--- src/design/fst_pkg.sv ---
// frame start trigger control: shared constants, register map and types
// assumes an apb slave at 32-bit data, one clock at 200 MHz
//
// What this block does
// host issues one software trigger command per frame it wants
// while waiting, a software trigger starts exposure at once
// accepted software trigger clears waiting; waiting returns when ready again
// software source uses timed exposure with the programmed duration
// software triggers arriving while not waiting are dropped silently; here they also set the over event
// host keeps software trigger rate within the allowed frame rate
// with line 1 or 2 selected, that line is the trigger
// polarity setting picks rising or falling edge as trigger
// every selected edge while waiting starts one acquisition
// accepted hardware edge clears waiting; restored when ready again
// one acquisition per accepted edge, rate follows trigger period
// edges arriving while not waiting are ignored, no acquisition; here they also set the over event
// external source keeps edge rate within the allowed frame rate
// software trigger reaches frame start only when target is frame start
// rate limit disabled means no internal pacing of acquisitions
// reset selects line 1 for frame start, line 2 for acquisition start
// triggering off means frame starts are generated internally
// each line is synchronised by two flops, edge gives one-cycle pulse
package fst_pkg;
  // ---------------------------------------------------------------
  // register byte offsets
  // ---------------------------------------------------------------
  localparam logic [7:0] CTRL_OFS   = 8'h00;
  localparam logic [7:0] CMD_OFS    = 8'h04;
  localparam logic [7:0] EXPO_OFS   = 8'h08;
  localparam logic [7:0] PERIOD_OFS = 8'h0c;
  localparam logic [7:0] STAT_OFS   = 8'h10;
  localparam logic [7:0] IRQ_OFS    = 8'h14;
  localparam logic [7:0] MASK_OFS   = 8'h18;
  localparam logic [7:0] READY_OFS  = 8'h1c;

  // ---------------------------------------------------------------
  // control fields
  // ---------------------------------------------------------------
  localparam int CTRL_MODE_BIT  = 0;   // frame start triggering on
  localparam int CTRL_POL_BIT   = 1;   // 1 = falling edge
  localparam int CTRL_LIMIT_BIT = 2;   // internal rate limit enable
  localparam int CTRL_ACQ_BIT   = 3;   // acquisition running
  localparam int CTRL_TGT_LSB   = 4;   // trigger target select
  localparam int CTRL_FS_LSB    = 8;   // frame start origin
  localparam int CTRL_AS_LSB    = 10;  // acquisition start origin
  localparam int CMD_SW_BIT     = 0;   // software trigger command

  // event bits of status/mask registers
  localparam int EV_FRAME_BIT = 0;
  localparam int EV_OVER_BIT  = 1;
  localparam int EV_DONE_BIT  = 2;
  localparam int EV_W         = 3;

  // trigger origin and target encodings
  localparam logic [1:0] ORG_SW    = 2'h0;
  localparam logic [1:0] ORG_LINE1 = 2'h1;
  localparam logic [1:0] ORG_LINE2 = 2'h2;
  localparam logic [1:0] TGT_FRAME = 2'h1;
  localparam logic [1:0] TGT_ACQ   = 2'h0;

  localparam logic [31:0] CTRL_RST   = 32'h0000_0900; // fs=line1, as=line2
  localparam logic [31:0] EXPO_RST   = 32'h0000_0064;
  localparam logic [31:0] PERIOD_RST = 32'h0000_03e8;
  localparam logic [31:0] READY_RST  = 32'h0000_0010; // readout after exposure

  typedef enum logic [1:0] {FST_WAIT, FST_EXPOSE, FST_READOUT, FST_IDLE} fst_state_t;
endpackage

--- src/design/fst_counter.sv ---
// down counter: loads a length, pulses done on its last count, while it holds one
// assumes load and length from the same clock
`timescale 1ns/10ps
module fst_counter #(
  parameter int W = 32
) (
  input  wire logic         clk_i,
  input  wire logic         rst_n_i,
  input  wire logic         load_i,
  input  wire logic [W-1:0] len_i,
  output logic              busy_o,
  output logic              done_o
);
  logic [W-1:0] cnt;
  logic [W-1:0] next_cnt;
  logic         run;
  logic         next_run;

  // ---------------------------------------------------------------
  // count; a zero length still lasts one cycle
  // ---------------------------------------------------------------
  always_comb begin
    next_cnt = cnt;
    next_run = run;
    if (load_i) begin
      next_cnt = (len_i == '0) ? W'(1) : len_i;
      next_run = 1'b1;
    end else if (run) begin
      next_cnt = cnt - W'(1);
      if (cnt == W'(1)) next_run = 1'b0;
    end
  end

  always_ff @(posedge clk_i or negedge rst_n_i) begin
    if (!rst_n_i) begin
      cnt <= '0;
      run <= 1'b0;
    end else begin
      cnt <= next_cnt;
      run <= next_run;
    end
  end

  assign busy_o = run;
  assign done_o = run & (cnt == W'(1)) & ~load_i;
endmodule

--- src/design/fst_sync_edge.sv ---
// two-flop synchroniser plus edge detector for one trigger line
// assumes the line is asynchronous to clk_i
`timescale 1ns/10ps
module fst_sync_edge (
  input  wire logic clk_i,
  input  wire logic rst_n_i,
  input  wire logic line_i,
  output logic      rise_o,
  output logic      fall_o
);
  logic meta;
  logic sync;
  logic last;

  // ---------------------------------------------------------------
  // synchroniser; meta feeds sync only
  // ---------------------------------------------------------------
  always_ff @(posedge clk_i or negedge rst_n_i) begin
    if (!rst_n_i) begin
      meta <= 1'b0;
      sync <= 1'b0;
      last <= 1'b0;
    end else begin
      meta <= line_i;
      sync <= meta;
      last <= sync;
    end
  end

  // one-cycle pulses from the synchronised level
  assign rise_o = sync & ~last;
  assign fall_o = ~sync & last;
endmodule

--- src/design/fst_top.sv ---
// frame start trigger control with apb register file
// assumes apb master on MCLK_I, trigger lines asynchronous
//
// Decided for this implementation: the APB slave port and the placing of the registers.
`timescale 1ns/10ps
module fst_top (
  input  wire logic        MCLK_I,
  input  wire logic        RESETN_I,
  input  wire logic        PSEL_I,
  input  wire logic        PENABLE_I,
  input  wire logic        PWRITE_I,
  input  wire logic [7:0]  PADDR_I,
  input  wire logic [31:0] PWDATA_I,
  output logic [31:0]      PRDATA_O,
  output logic             PREADY_O,
  output logic             PSLVERR_O,
  input  wire logic        LINE1_I,
  input  wire logic        LINE2_I,
  output logic             EXPOSE_O,
  output logic             WAITING_O,
  output logic             FRAME_START_O,
  output logic             IRQ_O
);
  // ---------------------------------------------------------------
  // registers
  // ---------------------------------------------------------------
  localparam int EV_W = fst_pkg::EV_W;

  logic [31:0] ctrl;
  logic [31:0] next_ctrl;
  logic [31:0] expo;
  logic [31:0] next_expo;
  logic [31:0] period;
  logic [31:0] next_period;
  logic [31:0] ready_len;
  logic [31:0] next_ready_len;
  logic [EV_W-1:0] irq_stat;
  logic [EV_W-1:0] next_irq_stat;
  logic [EV_W-1:0] irq_mask;
  logic [EV_W-1:0] next_irq_mask;
  logic [31:0] prdata;
  logic [31:0] next_prdata;
  logic        pready;
  logic        next_pready;
  logic        pslverr;
  logic        next_pslverr;

  logic wr_en;
  logic rd_en;
  logic sw_cmd;
  logic l1_rise;
  logic l1_fall;
  logic l2_rise;
  logic l2_fall;

  function automatic logic known_addr(input logic [7:0] a);
    known_addr = (a == fst_pkg::CTRL_OFS) || (a == fst_pkg::CMD_OFS) ||
                 (a == fst_pkg::EXPO_OFS) || (a == fst_pkg::PERIOD_OFS) ||
                 (a == fst_pkg::STAT_OFS) || (a == fst_pkg::IRQ_OFS) ||
                 (a == fst_pkg::MASK_OFS) || (a == fst_pkg::READY_OFS);
  endfunction

  // access phase answered in one cycle: pready rises on the second edge
  // writes land at the edge where pready is sampled high, so a master
  // that drops the request early never changes a register
  // reads load prdata one edge earlier so it stands together with pready
  assign wr_en  = PSEL_I & PENABLE_I & PWRITE_I & pready;
  assign rd_en  = PSEL_I & PENABLE_I & ~PWRITE_I & ~pready;
  assign sw_cmd = wr_en & (PADDR_I == fst_pkg::CMD_OFS) & PWDATA_I[fst_pkg::CMD_SW_BIT];

  // ---------------------------------------------------------------
  // trigger line synchronisers
  // ---------------------------------------------------------------
  // pin to frame start is about three cycles: two sync flops, then the
  // frame start output flop; pulses shorter than one cycle may be lost
  fst_sync_edge u_sync1 (
    .clk_i   (MCLK_I),
    .rst_n_i (RESETN_I),
    .line_i  (LINE1_I),
    .rise_o  (l1_rise),
    .fall_o  (l1_fall)
  );

  fst_sync_edge u_sync2 (
    .clk_i   (MCLK_I),
    .rst_n_i (RESETN_I),
    .line_i  (LINE2_I),
    .rise_o  (l2_rise),
    .fall_o  (l2_fall)
  );

  // ---------------------------------------------------------------
  // trigger selection
  // ---------------------------------------------------------------
  logic       trig_on;
  logic       falling;
  logic       limit_en;
  logic       acq_run;
  logic [1:0] fs_org;
  logic [1:0] target;
  logic       hw_edge;
  logic       sw_trig;
  logic       ext_trig;
  logic       int_trig;
  logic       any_trig;

  assign trig_on  = ctrl[fst_pkg::CTRL_MODE_BIT];
  assign falling  = ctrl[fst_pkg::CTRL_POL_BIT];
  assign limit_en = ctrl[fst_pkg::CTRL_LIMIT_BIT];
  assign acq_run  = ctrl[fst_pkg::CTRL_ACQ_BIT];
  assign fs_org   = ctrl[fst_pkg::CTRL_FS_LSB +: 2];
  assign target   = ctrl[fst_pkg::CTRL_TGT_LSB +: 2];

  // polarity picks the edge of the chosen line
  always_comb begin
    case (fs_org)
      fst_pkg::ORG_LINE1: hw_edge = falling ? l1_fall : l1_rise;
      fst_pkg::ORG_LINE2: hw_edge = falling ? l2_fall : l2_rise;
      default:            hw_edge = 1'b0;
    endcase
  end

  // command counts only while the target is frame start
  assign sw_trig  = trig_on & (fs_org == fst_pkg::ORG_SW) & sw_cmd &
                    (target == fst_pkg::TGT_FRAME);
  assign ext_trig = trig_on & (fs_org != fst_pkg::ORG_SW) & hw_edge;

  // ---------------------------------------------------------------
  // internal pacing for free-running mode
  // ---------------------------------------------------------------
  logic        pace_busy;
  logic        frame_go;

  // pacing needs only busy: feeding the pulse back into the trigger path
  // would loop through load, so the pulse output stays open
  fst_counter #(.W(32)) u_pace (
    .clk_i   (MCLK_I),
    .rst_n_i (RESETN_I),
    .load_i  (frame_go & limit_en),
    .len_i   (period),
    .busy_o  (pace_busy),
    .done_o  ()
  );

  // without the limit, next frame starts as soon as waiting again
  assign int_trig = ~trig_on & acq_run & (~limit_en | ~pace_busy);
  assign any_trig = sw_trig | ext_trig | int_trig;

  // ---------------------------------------------------------------
  // acquisition sequencer
  // ---------------------------------------------------------------
  fst_pkg::fst_state_t state;
  fst_pkg::fst_state_t next_state;
  logic        exp_busy;
  logic        exp_done;
  logic        rdo_busy;
  logic        rdo_done;
  logic        rdo_go;
  logic        over;

  fst_counter #(.W(32)) u_expo (
    .clk_i   (MCLK_I),
    .rst_n_i (RESETN_I),
    .load_i  (frame_go),
    .len_i   (expo),
    .busy_o  (exp_busy),
    .done_o  (exp_done)
  );

  fst_counter #(.W(32)) u_rdo (
    .clk_i   (MCLK_I),
    .rst_n_i (RESETN_I),
    .load_i  (rdo_go),
    .len_i   (ready_len),
    .busy_o  (rdo_busy),
    .done_o  (rdo_done)
  );

  assign frame_go = (state == fst_pkg::FST_WAIT) & any_trig;
  assign rdo_go   = (state == fst_pkg::FST_EXPOSE) & exp_done;
  // software and line triggers outside waiting are dropped and flagged only
  assign over     = (state != fst_pkg::FST_WAIT) & (sw_trig | ext_trig);

  // waiting is left only on an accepted trigger and comes back after
  // readout, so no trigger can be taken in the middle of a frame
  always_comb begin
    next_state = state;
    case (state)
      fst_pkg::FST_WAIT:    if (any_trig) next_state = fst_pkg::FST_EXPOSE;
      fst_pkg::FST_EXPOSE:  if (exp_done) next_state = fst_pkg::FST_READOUT;
      fst_pkg::FST_READOUT: if (rdo_done) next_state = fst_pkg::FST_WAIT;
      default:              next_state = fst_pkg::FST_WAIT;
    endcase
  end

  // reset lands in waiting; the registered outputs follow at the first edge
  always_ff @(posedge MCLK_I or negedge RESETN_I) begin
    if (!RESETN_I) begin
      state <= fst_pkg::FST_WAIT;
    end else begin
      state <= next_state;
    end
  end

  // ---------------------------------------------------------------
  // register writes, sticky events, read mux
  // ---------------------------------------------------------------
  logic [EV_W-1:0] ev;

  // event bits placed by their package positions
  always_comb begin
    ev                        = '0;
    ev[fst_pkg::EV_FRAME_BIT] = frame_go;
    ev[fst_pkg::EV_OVER_BIT]  = over;
    ev[fst_pkg::EV_DONE_BIT]  = rdo_done;
  end

  always_comb begin
    next_ctrl      = ctrl;
    next_expo      = expo;
    next_period    = period;
    next_ready_len = ready_len;
    next_irq_mask  = irq_mask;
    next_irq_stat  = irq_stat;
    next_pready    = PSEL_I & PENABLE_I & ~pready;
    next_pslverr   = PSEL_I & PENABLE_I & ~pready & ~known_addr(PADDR_I);
    next_prdata    = prdata;
    if (wr_en) begin
      case (PADDR_I)
        fst_pkg::CTRL_OFS:   next_ctrl      = PWDATA_I;
        fst_pkg::EXPO_OFS:   next_expo      = PWDATA_I;
        fst_pkg::PERIOD_OFS: next_period    = PWDATA_I;
        fst_pkg::READY_OFS:  next_ready_len = PWDATA_I;
        fst_pkg::MASK_OFS:   next_irq_mask  = PWDATA_I[EV_W-1:0];
        fst_pkg::IRQ_OFS:    next_irq_stat  = irq_stat & ~PWDATA_I[EV_W-1:0];
        default:             next_ctrl      = ctrl;
      endcase
    end
    next_irq_stat = next_irq_stat | ev;   // set wins over clear
    if (rd_en) begin
      case (PADDR_I)
        fst_pkg::CTRL_OFS:   next_prdata = ctrl;
        fst_pkg::EXPO_OFS:   next_prdata = expo;
        fst_pkg::PERIOD_OFS: next_prdata = period;
        fst_pkg::READY_OFS:  next_prdata = ready_len;
        fst_pkg::STAT_OFS:   next_prdata = {29'h0, rdo_busy, exp_busy, state == fst_pkg::FST_WAIT};
        fst_pkg::IRQ_OFS:    next_prdata = {29'h0, irq_stat};
        fst_pkg::MASK_OFS:   next_prdata = {29'h0, irq_mask};
        default:             next_prdata = 32'h0;
      endcase
    end
  end

  always_ff @(posedge MCLK_I or negedge RESETN_I) begin
    if (!RESETN_I) begin
      ctrl      <= fst_pkg::CTRL_RST;
      expo      <= fst_pkg::EXPO_RST;
      period    <= fst_pkg::PERIOD_RST;
      ready_len <= fst_pkg::READY_RST;
      irq_mask  <= '0;
      irq_stat  <= '0;
      prdata    <= 32'h0;
      pready    <= 1'b0;
      pslverr   <= 1'b0;
    end else begin
      ctrl      <= next_ctrl;
      expo      <= next_expo;
      period    <= next_period;
      ready_len <= next_ready_len;
      irq_mask  <= next_irq_mask;
      irq_stat  <= next_irq_stat;
      prdata    <= next_prdata;
      pready    <= next_pready;
      pslverr   <= next_pslverr;
    end
  end

  // ---------------------------------------------------------------
  // registered outputs
  // ---------------------------------------------------------------
  logic expose_q;
  logic waiting_q;
  logic start_q;
  logic irq_q;

  // decoded from next values so each output lines up with the state flop;
  // costs one gate level ahead of the output flops
  always_ff @(posedge MCLK_I or negedge RESETN_I) begin
    if (!RESETN_I) begin
      expose_q  <= 1'b0;
      waiting_q <= 1'b0;
      start_q   <= 1'b0;
      irq_q     <= 1'b0;
    end else begin
      expose_q  <= (next_state == fst_pkg::FST_EXPOSE);
      waiting_q <= (next_state == fst_pkg::FST_WAIT);
      start_q   <= frame_go;
      irq_q     <= |(next_irq_stat & next_irq_mask);
    end
  end

  assign EXPOSE_O      = expose_q;
  assign WAITING_O     = waiting_q;
  assign FRAME_START_O = start_q;
  assign IRQ_O         = irq_q;
  assign PRDATA_O      = prdata;
  assign PREADY_O      = pready;
  assign PSLVERR_O     = pslverr;
endmodule

--- config.mk ---
export PLATFORM = sky130hd
export DESIGN_NAME = fst_top
export DESIGN_NICKNAME = d
export VERILOG_FILES = /design/src/design/fst_pkg.sv /design/src/design/fst_counter.sv /design/src/design/fst_sync_edge.sv /design/src/design/fst_top.sv
export SDC_FILE = /design/constraint.sdc
export NUM_CORES = 1
export LEC_CHECK = 0
export ABC_AREA = 1
export BUFFER_PORTS_ARGS = -buffer_cell sky130_fd_sc_hd__buf_2
export CORE_MARGIN = 5
export CORE_UTILIZATION = 60
export DETAILED_ROUTE_END_ITERATION = 10
export HOLD_SLACK_MARGIN = 0.05
export MAX_ROUTING_LAYER = met4
export PLACE_DENSITY = 0.79
export RECOVER_POWER = 25
export SLEW_MARGIN = 15
export SYNTH_ARGS = -nofsm -noshare
export SYNTH_HDL_FRONTEND = slang
export SYNTH_SLANG_ARGS = --single-unit
--- constraint.sdc ---
create_clock -name MCLK_I -period 5.9 [get_ports MCLK_I]
set_input_delay 0 -clock MCLK_I [delete_from_list [all_inputs] [get_ports MCLK_I]]
set_output_delay 0 -clock MCLK_I [all_outputs]
set_load 0.05 [all_outputs]
# --- Word level (Yosys, flattened, before mapping) ---
# Index checks and enable logic that the tools add are counted.
# W data, S select, Z words.
totals:
  inputBits: 47
  word_cells: 146
  regBits: 279
op_classes:
  eq_ne: 16
  bitwise_logic: 47
  muxes: 30
  reduce_logical: 24
  n_addsub: 3
ops:
  columns: ["operator", "n"]
  rows:
  - ["$mux W32", 9]
  - ["$pmux W32 S7", 1]
  - ["$eq A32 B1 Y1 const B", 3]
  - ["$logic_not A32 Y1", 3]
  - ["$sub A32 B1 Y32 const B", 3]
  - ["$eq A8 B5 Y1 const B", 4]
  - ["$and A1 B1 Y1", 28]
  - ["$eq A8 B4 Y1 const B", 2]
  - ["$mux W3", 4]
  - ["$not A1 Y1", 12]
  - ["$mux W1", 11]
  - ["$reduce_bool A2 Y1", 5]
  - ["$eq A2 B1 Y1 const B", 4]
  - ["$eq A8 B3 Y1 const B", 1]
  - ["$logic_not A8 Y1", 1]
  - ["$reduce_and A2 Y1", 4]
  - ["$logic_or A1 B1 Y1", 7]
  - ["$and A3 B3 Y3", 2]
  - ["$logic_not A2 Y1", 3]
  - ["$mux W2", 3]
  - ["$pmux W2 S3", 1]
  - ["$eq A2 B2 Y1 const B", 2]
  - ["$not A3 Y3", 1]
  - ["$or A1 B1 Y1", 3]
  - ["3 further kinds", 3]

# --- Longest topological paths before layout ---
logic_depth:
  depth_word: 18
  depth_mapped: 14
  mapped_depth_nobuf: 13

# --- Cells and area by module ---
# From an unflattened synthesis, not the netlist that was laid out.
unflattened:
  hier_cells: 2115
  hier_area_um2: 15408.5
by_module_without_submodules:
  columns: ["module", "n_inst", "cells_per_inst", "area_per_inst_um2"]
  rows:
  - ["fst_top", 1, 892, 7554.7]
  - ["fst_counter (u_expo ...)", 2, 402, 2557.5]
  - ["fst_counter (u_rdo)", 1, 405, 2558.7]
  - ["fst_sync_edge", 2, 7, 90.1]

# --- Least setup slack after synthesis ---
# No wires, ideal clock.
synth_timing:
  path_type: "register to register"
  start: "register pready (netlist: PREADY_O)"
  end: "register u_pace.cnt[19]"
  stages_incl_launch_ff: 12
  t_required_ns: 5.775
  setup_time_ns: 0.125
  setup_slack_ns: 3.860
  arrival_ns: 1.915
  synth_period_minus_slack_ns: 2.040
  path_cell_list: "dfrtp_1 > nand2_1 > nor2_4 > nand2_1 > nor2_1 > nand2_1 > nand3_1 > nand3_1 > buf_2 > buf_2 > nand3_1 > nand3_1"
synth_between:
  elab_chain_cells: 10
synth_lines:
  columns: ["item", "line_no", "rtl"]
  rows:
  - ["start, declared", "fst_top.sv:43", "logic pready;"]
  - ["start signal, assigned", "fst_top.sv:273", "pready <= next_pready;"]
  - ["$and A1 B1 Y1 *", "fst_top.sv:67", "assign wr_en = PSEL_I & PENABLE_I & PWRITE_I & pready;"]
  - ["$and A1 B1 Y1 * (2 in series)", "fst_top.sv:69", "assign sw_cmd = wr_en & (PADDR_I == fst_pkg::CMD_OFS) & PWDATA_I[fst_pkg::CMD_SW_BIT];"]
  - ["$and A1 B1 Y1 * (2 in series)", "fst_top.sv:124", "assign sw_trig = trig_on & (fs_org == fst_pkg::ORG_SW) & sw_cmd &"]
  - ["$or A1 B1 Y1 * (2 in series)", "fst_top.sv:147", "assign any_trig = sw_trig | ext_trig | int_trig;"]
  - ["$and A1 B1 Y1 *", "fst_top.sv:179", "assign frame_go = (state == fst_pkg::FST_WAIT) & any_trig;"]
  - ["$and A1 B1 Y1 *", "fst_top.sv:139", ".load_i (frame_go & limit_en),"]
  - ["$mux W32 / $reduce_bool A2 Y1 (equally long branches)", null, null]
  - ["end signal, assigned", "fst_counter.sv:39", "cnt <= next_cnt;"]
  - ["end, declared", "fst_counter.sv:14", "logic [W-1:0] cnt;"]
# Every way passes the cells marked *; elsewhere a longest branch is shown, timed or not.
# A chain may end at the register's enable or synchronous reset.

# --- Final worst setup path ---
layout_timing:
  start: "register u_pace.run (netlist: u_pace.busy_o)"
  end: "register u_pace.cnt[29]"
layout_between:
  elab_chain_cells: 7
layout_lines:
  columns: ["item", "line_no", "rtl"]
  rows:
  - ["start, declared", "fst_counter.sv:16", "logic run;"]
  - ["start signal, assigned", "fst_counter.sv:40", "run <= next_run;"]
  - ["$not A1 Y1", "fst_top.sv:146", "assign int_trig = ~trig_on & acq_run & (~limit_en | ~pace_busy);"]
  - ["$or A1 B1 Y1", "fst_top.sv:146", null]
  - ["$and A1 B1 Y1", "fst_top.sv:146", null]
  - ["$or A1 B1 Y1", "fst_top.sv:147", null]
  - ["$and A1 B1 Y1", "fst_top.sv:179", null]
  - ["$and A1 B1 Y1", "fst_top.sv:139", null]
  - ["$mux W32 / $reduce_bool A2 Y1 (equally long branches)", null, null]
# Parallel ways exist; a longest one is shown, timed or not.

==> flow_summary.yaml <==
power:
  sequential_share_of_power_pct: 48.3
  netSwitchingPower_uw: 882.2
  ir_drop_mv: 0.3074
  p_sw_share_pct: 22.12
  power_density_mw_per_mm2: 231.3
  pwr-share-comb_pct: 3.4
  power_report.internal_total_uw: 3106
  p_leak_uw: 0.008592
  p_clk_share_pct: 48.3
logic_synthesis:
  sequential_element_share_of_the_synthesized_area_pct: 45.97
  syn_avg_cell_area_sq_um: 7.163
  synth.largest_area_cell: "sky130_fd_sc_hd__dfrtp_1"
  synth_edf_count: 0
  synth_area_leaders: "sky130_fd_sc_hd__dfrtp_1 (44%), sky130_fd_sc_hd__nand2_1 (17%), sky130_fd_sc_hd__nor2_1 (6.9%)"
  yosys_warnings: 0
  synth_cells: 2125
  synth_area_sq_mm: 0.01522
  ys_dominant_reg_cell: "sky130_fd_sc_hd__dfrtp_1"
  yosys_register_bits: 279
  synth_nets: 2181
  yosys.cell_types.count: 38
  fraction_of_synthesized_cell_area_taken_by_the_top_area_cell_type_pct: 43.90
  asyncSetResetFlopFracSynth_pct: 100.0
cts:
  cts.hold.buffers_added: 46
  sinks_on_clock_net: 279
  cts.path.max_buffers: 3
  post_cts_resized: 0
  cts.reportedPaths.clkPinSlew_ns: 0.06
  cts_buffers: 30
  cts_tree: "built"
  post-cts-setup-buffers: 0
  cts-root-buf: "sky130_fd_sc_hd__clkbuf_16"
  clock_latency_of_the_later_clocked_register_in_the_worst_skew_pair_ns: 0.58
  htree_levels: 1
placed_design:
  routabilityCongestion: 0.9892
  dpl.cell_count: 2465
  buffer_ports.inserted: 84
  dpl.hpwl_microns: 33440
  pre_cts_ws_ns: 2.439
  detailed_place.area_sq_mm: 0.01582
floorplan:
  io_pins: 85
  placeableCoreArea_sq_mm: 0.02511
  start_util_pct: 60.62
  die-width_microns: 169.3
  die_y_extent_microns: 169.3
  num_rows: 58
  design.die.area_sq_mm: 0.02865
cells_and_area:
  insertedDiodeCount: 0
  layoutNonFillerInstCount: 2564
  layout_cell_share_with_drive_strength_beyond_1_pct: 6.222
  utilization_pct: 68.69
  final_common_cell: "sky130_fd_sc_hd__nand2_1"
  area_growth_syn_to_layout_pct: 13.31
  post-route-cell-area_sq_mm: 0.01725
  mostFrequentLayoutCells: "sky130_fd_sc_hd__nand2_1 (703), sky130_fd_sc_hd__nor2_1 (275), sky130_fd_sc_hd__dfrtp_1 (267)"
  layout.nets: 2269
grt:
  grt_overflow: 0
  grt_pass1_wl_microns: 77660
  global_route.usage.total_pct: 34.51
  grt_pass1_vias: 14480
  antenna_violations_before_repair: 0
  grt_start_max_net_pins: 172
sta:
  postLayoutSetupSlackWorst_ns: 2.344
  finalCriticalPeriod_ns: 3.556
  clock.fmax_mhz: 281.2
  rsz_0062_raised_after_global_routing: "false"
  worstMarginPinSlew_ns: 2.820
  final_min_period_over_clock_period_pct: 60.28
  relSlewSlack_pct: -88.00
  hold_viol_final: 0
  setup-tns-final_ns: 0
  fin_clk_skew_ns: 0.02613
  timing_max_transition_violations_final: 109
  timing.final.setup_violations: 0
setup_path:
  crit_buf_inv: 3
  critPathMostFrequentCell: "sky130_fd_sc_hd__nand2_1"
  path_max_fanout: 24
  critical_path_data_required_time_ns: 6.40
  timing.reg2reg.setup_slack_ns: 2.34
  path_class: "register to register"
  timing.critical_path.cells: "inv_1 -> o211ai_1 -> nand3_1 -> buf_4 -> nand3_1 -> nand2_1 -> inv_1 -> nand2_1 -> nand2_1"
  cp.arrival_ns: 4.06
  crit_path_launch_type: "register"
  crit_family: "simple AND/OR/NAND/NOR gates"
  largest_stage_delay_on_the_critical_path_ns: 0.95
  crit_slowest_cell: "sky130_fd_sc_hd__dfrtp_1"
  critical_path.endpoint_type: "register"
detailed_routing:
  via_per_inst: 5.792
  wl_microns: 47330
  drt.antenna.violating_nets: 0
  firstDrtPassIters: 8
  drcViolationCount: 0
  wl_per_cell_microns: 18.46
  drt_iter0_markers: 2015
  routed-via-count: 14850
outcome:
  status: "finished, violations left"
  violations: "max-capacitance violations, max-slew violations"
min_path:
  min_path_type: "input port to register"
flow_run:
  drv.max_cap_violation_count: 1
-- cell type report --
class	instances	area, sq um
clock buffers	45	867.1
clock inverters	8	147.6
fillers	2114	7863
inverters	179	671.9
multi-input cells	1579	7194
flip-flops and latches	279	6997
well taps	330	412.9
repair buffers	144	955.9
-- power by group through the flow --
stage	combinational, uW	sequential (uW)	clock, uW
finish	134	1930	1930
global route	149	1930	2030
CTS	134	1930	1940
detailed placement	111	1960	0
global placement	110	1960	0
floorplan	31.4	1960	0
-- metrics by stage --
| step | hold slack (ns) | power [uW] |
|---|---|---|
| 3_3_place_gp | 0.1094 | 2071 |
| 4_1_cts | 0.05322 | 4001 |
| 5_1_grt | 0.06084 | 4103 |
| 2_1_floorplan | -0.2956 | 1993 |
| 3_5_place_dp | 0.1114 | 2072 |
| 6_report | 0.06135 | 3989 |
-- routing by layer --
| metal | part of all wire [%] | up-vias | GRT usage [%] |
|---|---|---|---|
| met5 | 0 | - | - |
| met1 | 41 | 6991 | 46.13 |
| li1 | - | 7018 | - |
| met2 | 46 | 703 | 53.78 |
| met3 | 9.2 | 139 | 7.244 |
| met4 | 3.7 | 0 | 10.19 |
-- synth_stat cells (5+ instances only) --
cell type and count:
sky130_fd_sc_hd__ha_1 9, sky130_fd_sc_hd__buf_2 20, sky130_fd_sc_hd__xor2_1 34, sky130_fd_sc_hd__nand4_1 69
sky130_fd_sc_hd__dfrtp_1 267, sky130_fd_sc_hd__nand3_1 140, sky130_fd_sc_hd__nor3_1 9, sky130_fd_sc_hd__nor2_1 280
sky130_fd_sc_hd__a21oi_1 43, sky130_fd_sc_hd__xnor2_1 24, sky130_fd_sc_hd__o2111ai_1 8, sky130_fd_sc_hd__o21ai_0 209
sky130_fd_sc_hd__nand2_1 706, sky130_fd_sc_hd__nor4_1 17, sky130_fd_sc_hd__dfstp_2 12, sky130_fd_sc_hd__clkbuf_1 59
sky130_fd_sc_hd__inv_1 174, sky130_fd_sc_hd__o31ai_1 5
-- registers in the layout, summed over array words and instances (netlist names), 2 cells and up --
signal and count:
period 32, expo 32, PRDATA_O 32, u_rdo.cnt 32, u_expo.cnt 32, ctrl 32, irq_stat 3, irq_mask 3
u_pace.cnt 32, state 2, ready_len 32
-- final timing paths --
check | from | end | cells past startpoint
max | u_pace.busy_o | u_pace.cnt[29] | 9
max reg2reg | u_pace.busy_o | u_pace.cnt[29] | 9
max in group asynchronous | RESETN_I | u_rdo.cnt[21] | 3
min reg2reg | u_sync1.meta | u_sync1.sync | 0
min in group asynchronous | RESETN_I | u_expo.cnt[17] | 2
min | LINE1_I | u_sync1.meta | 2
-- cells by family after synthesis --
kind of cell | synth area share [%]
adder cells (fa/ha/maj) | 0.7398
AND/OR/NAND/NOR | 33.30
AO/OA/AOI/OAI | 9.758
XOR/XNOR | 3.337
buffers and inverters | 6.897
flip-flops | 45.97
Note: power is estimated with default switching activity, not from simulation.
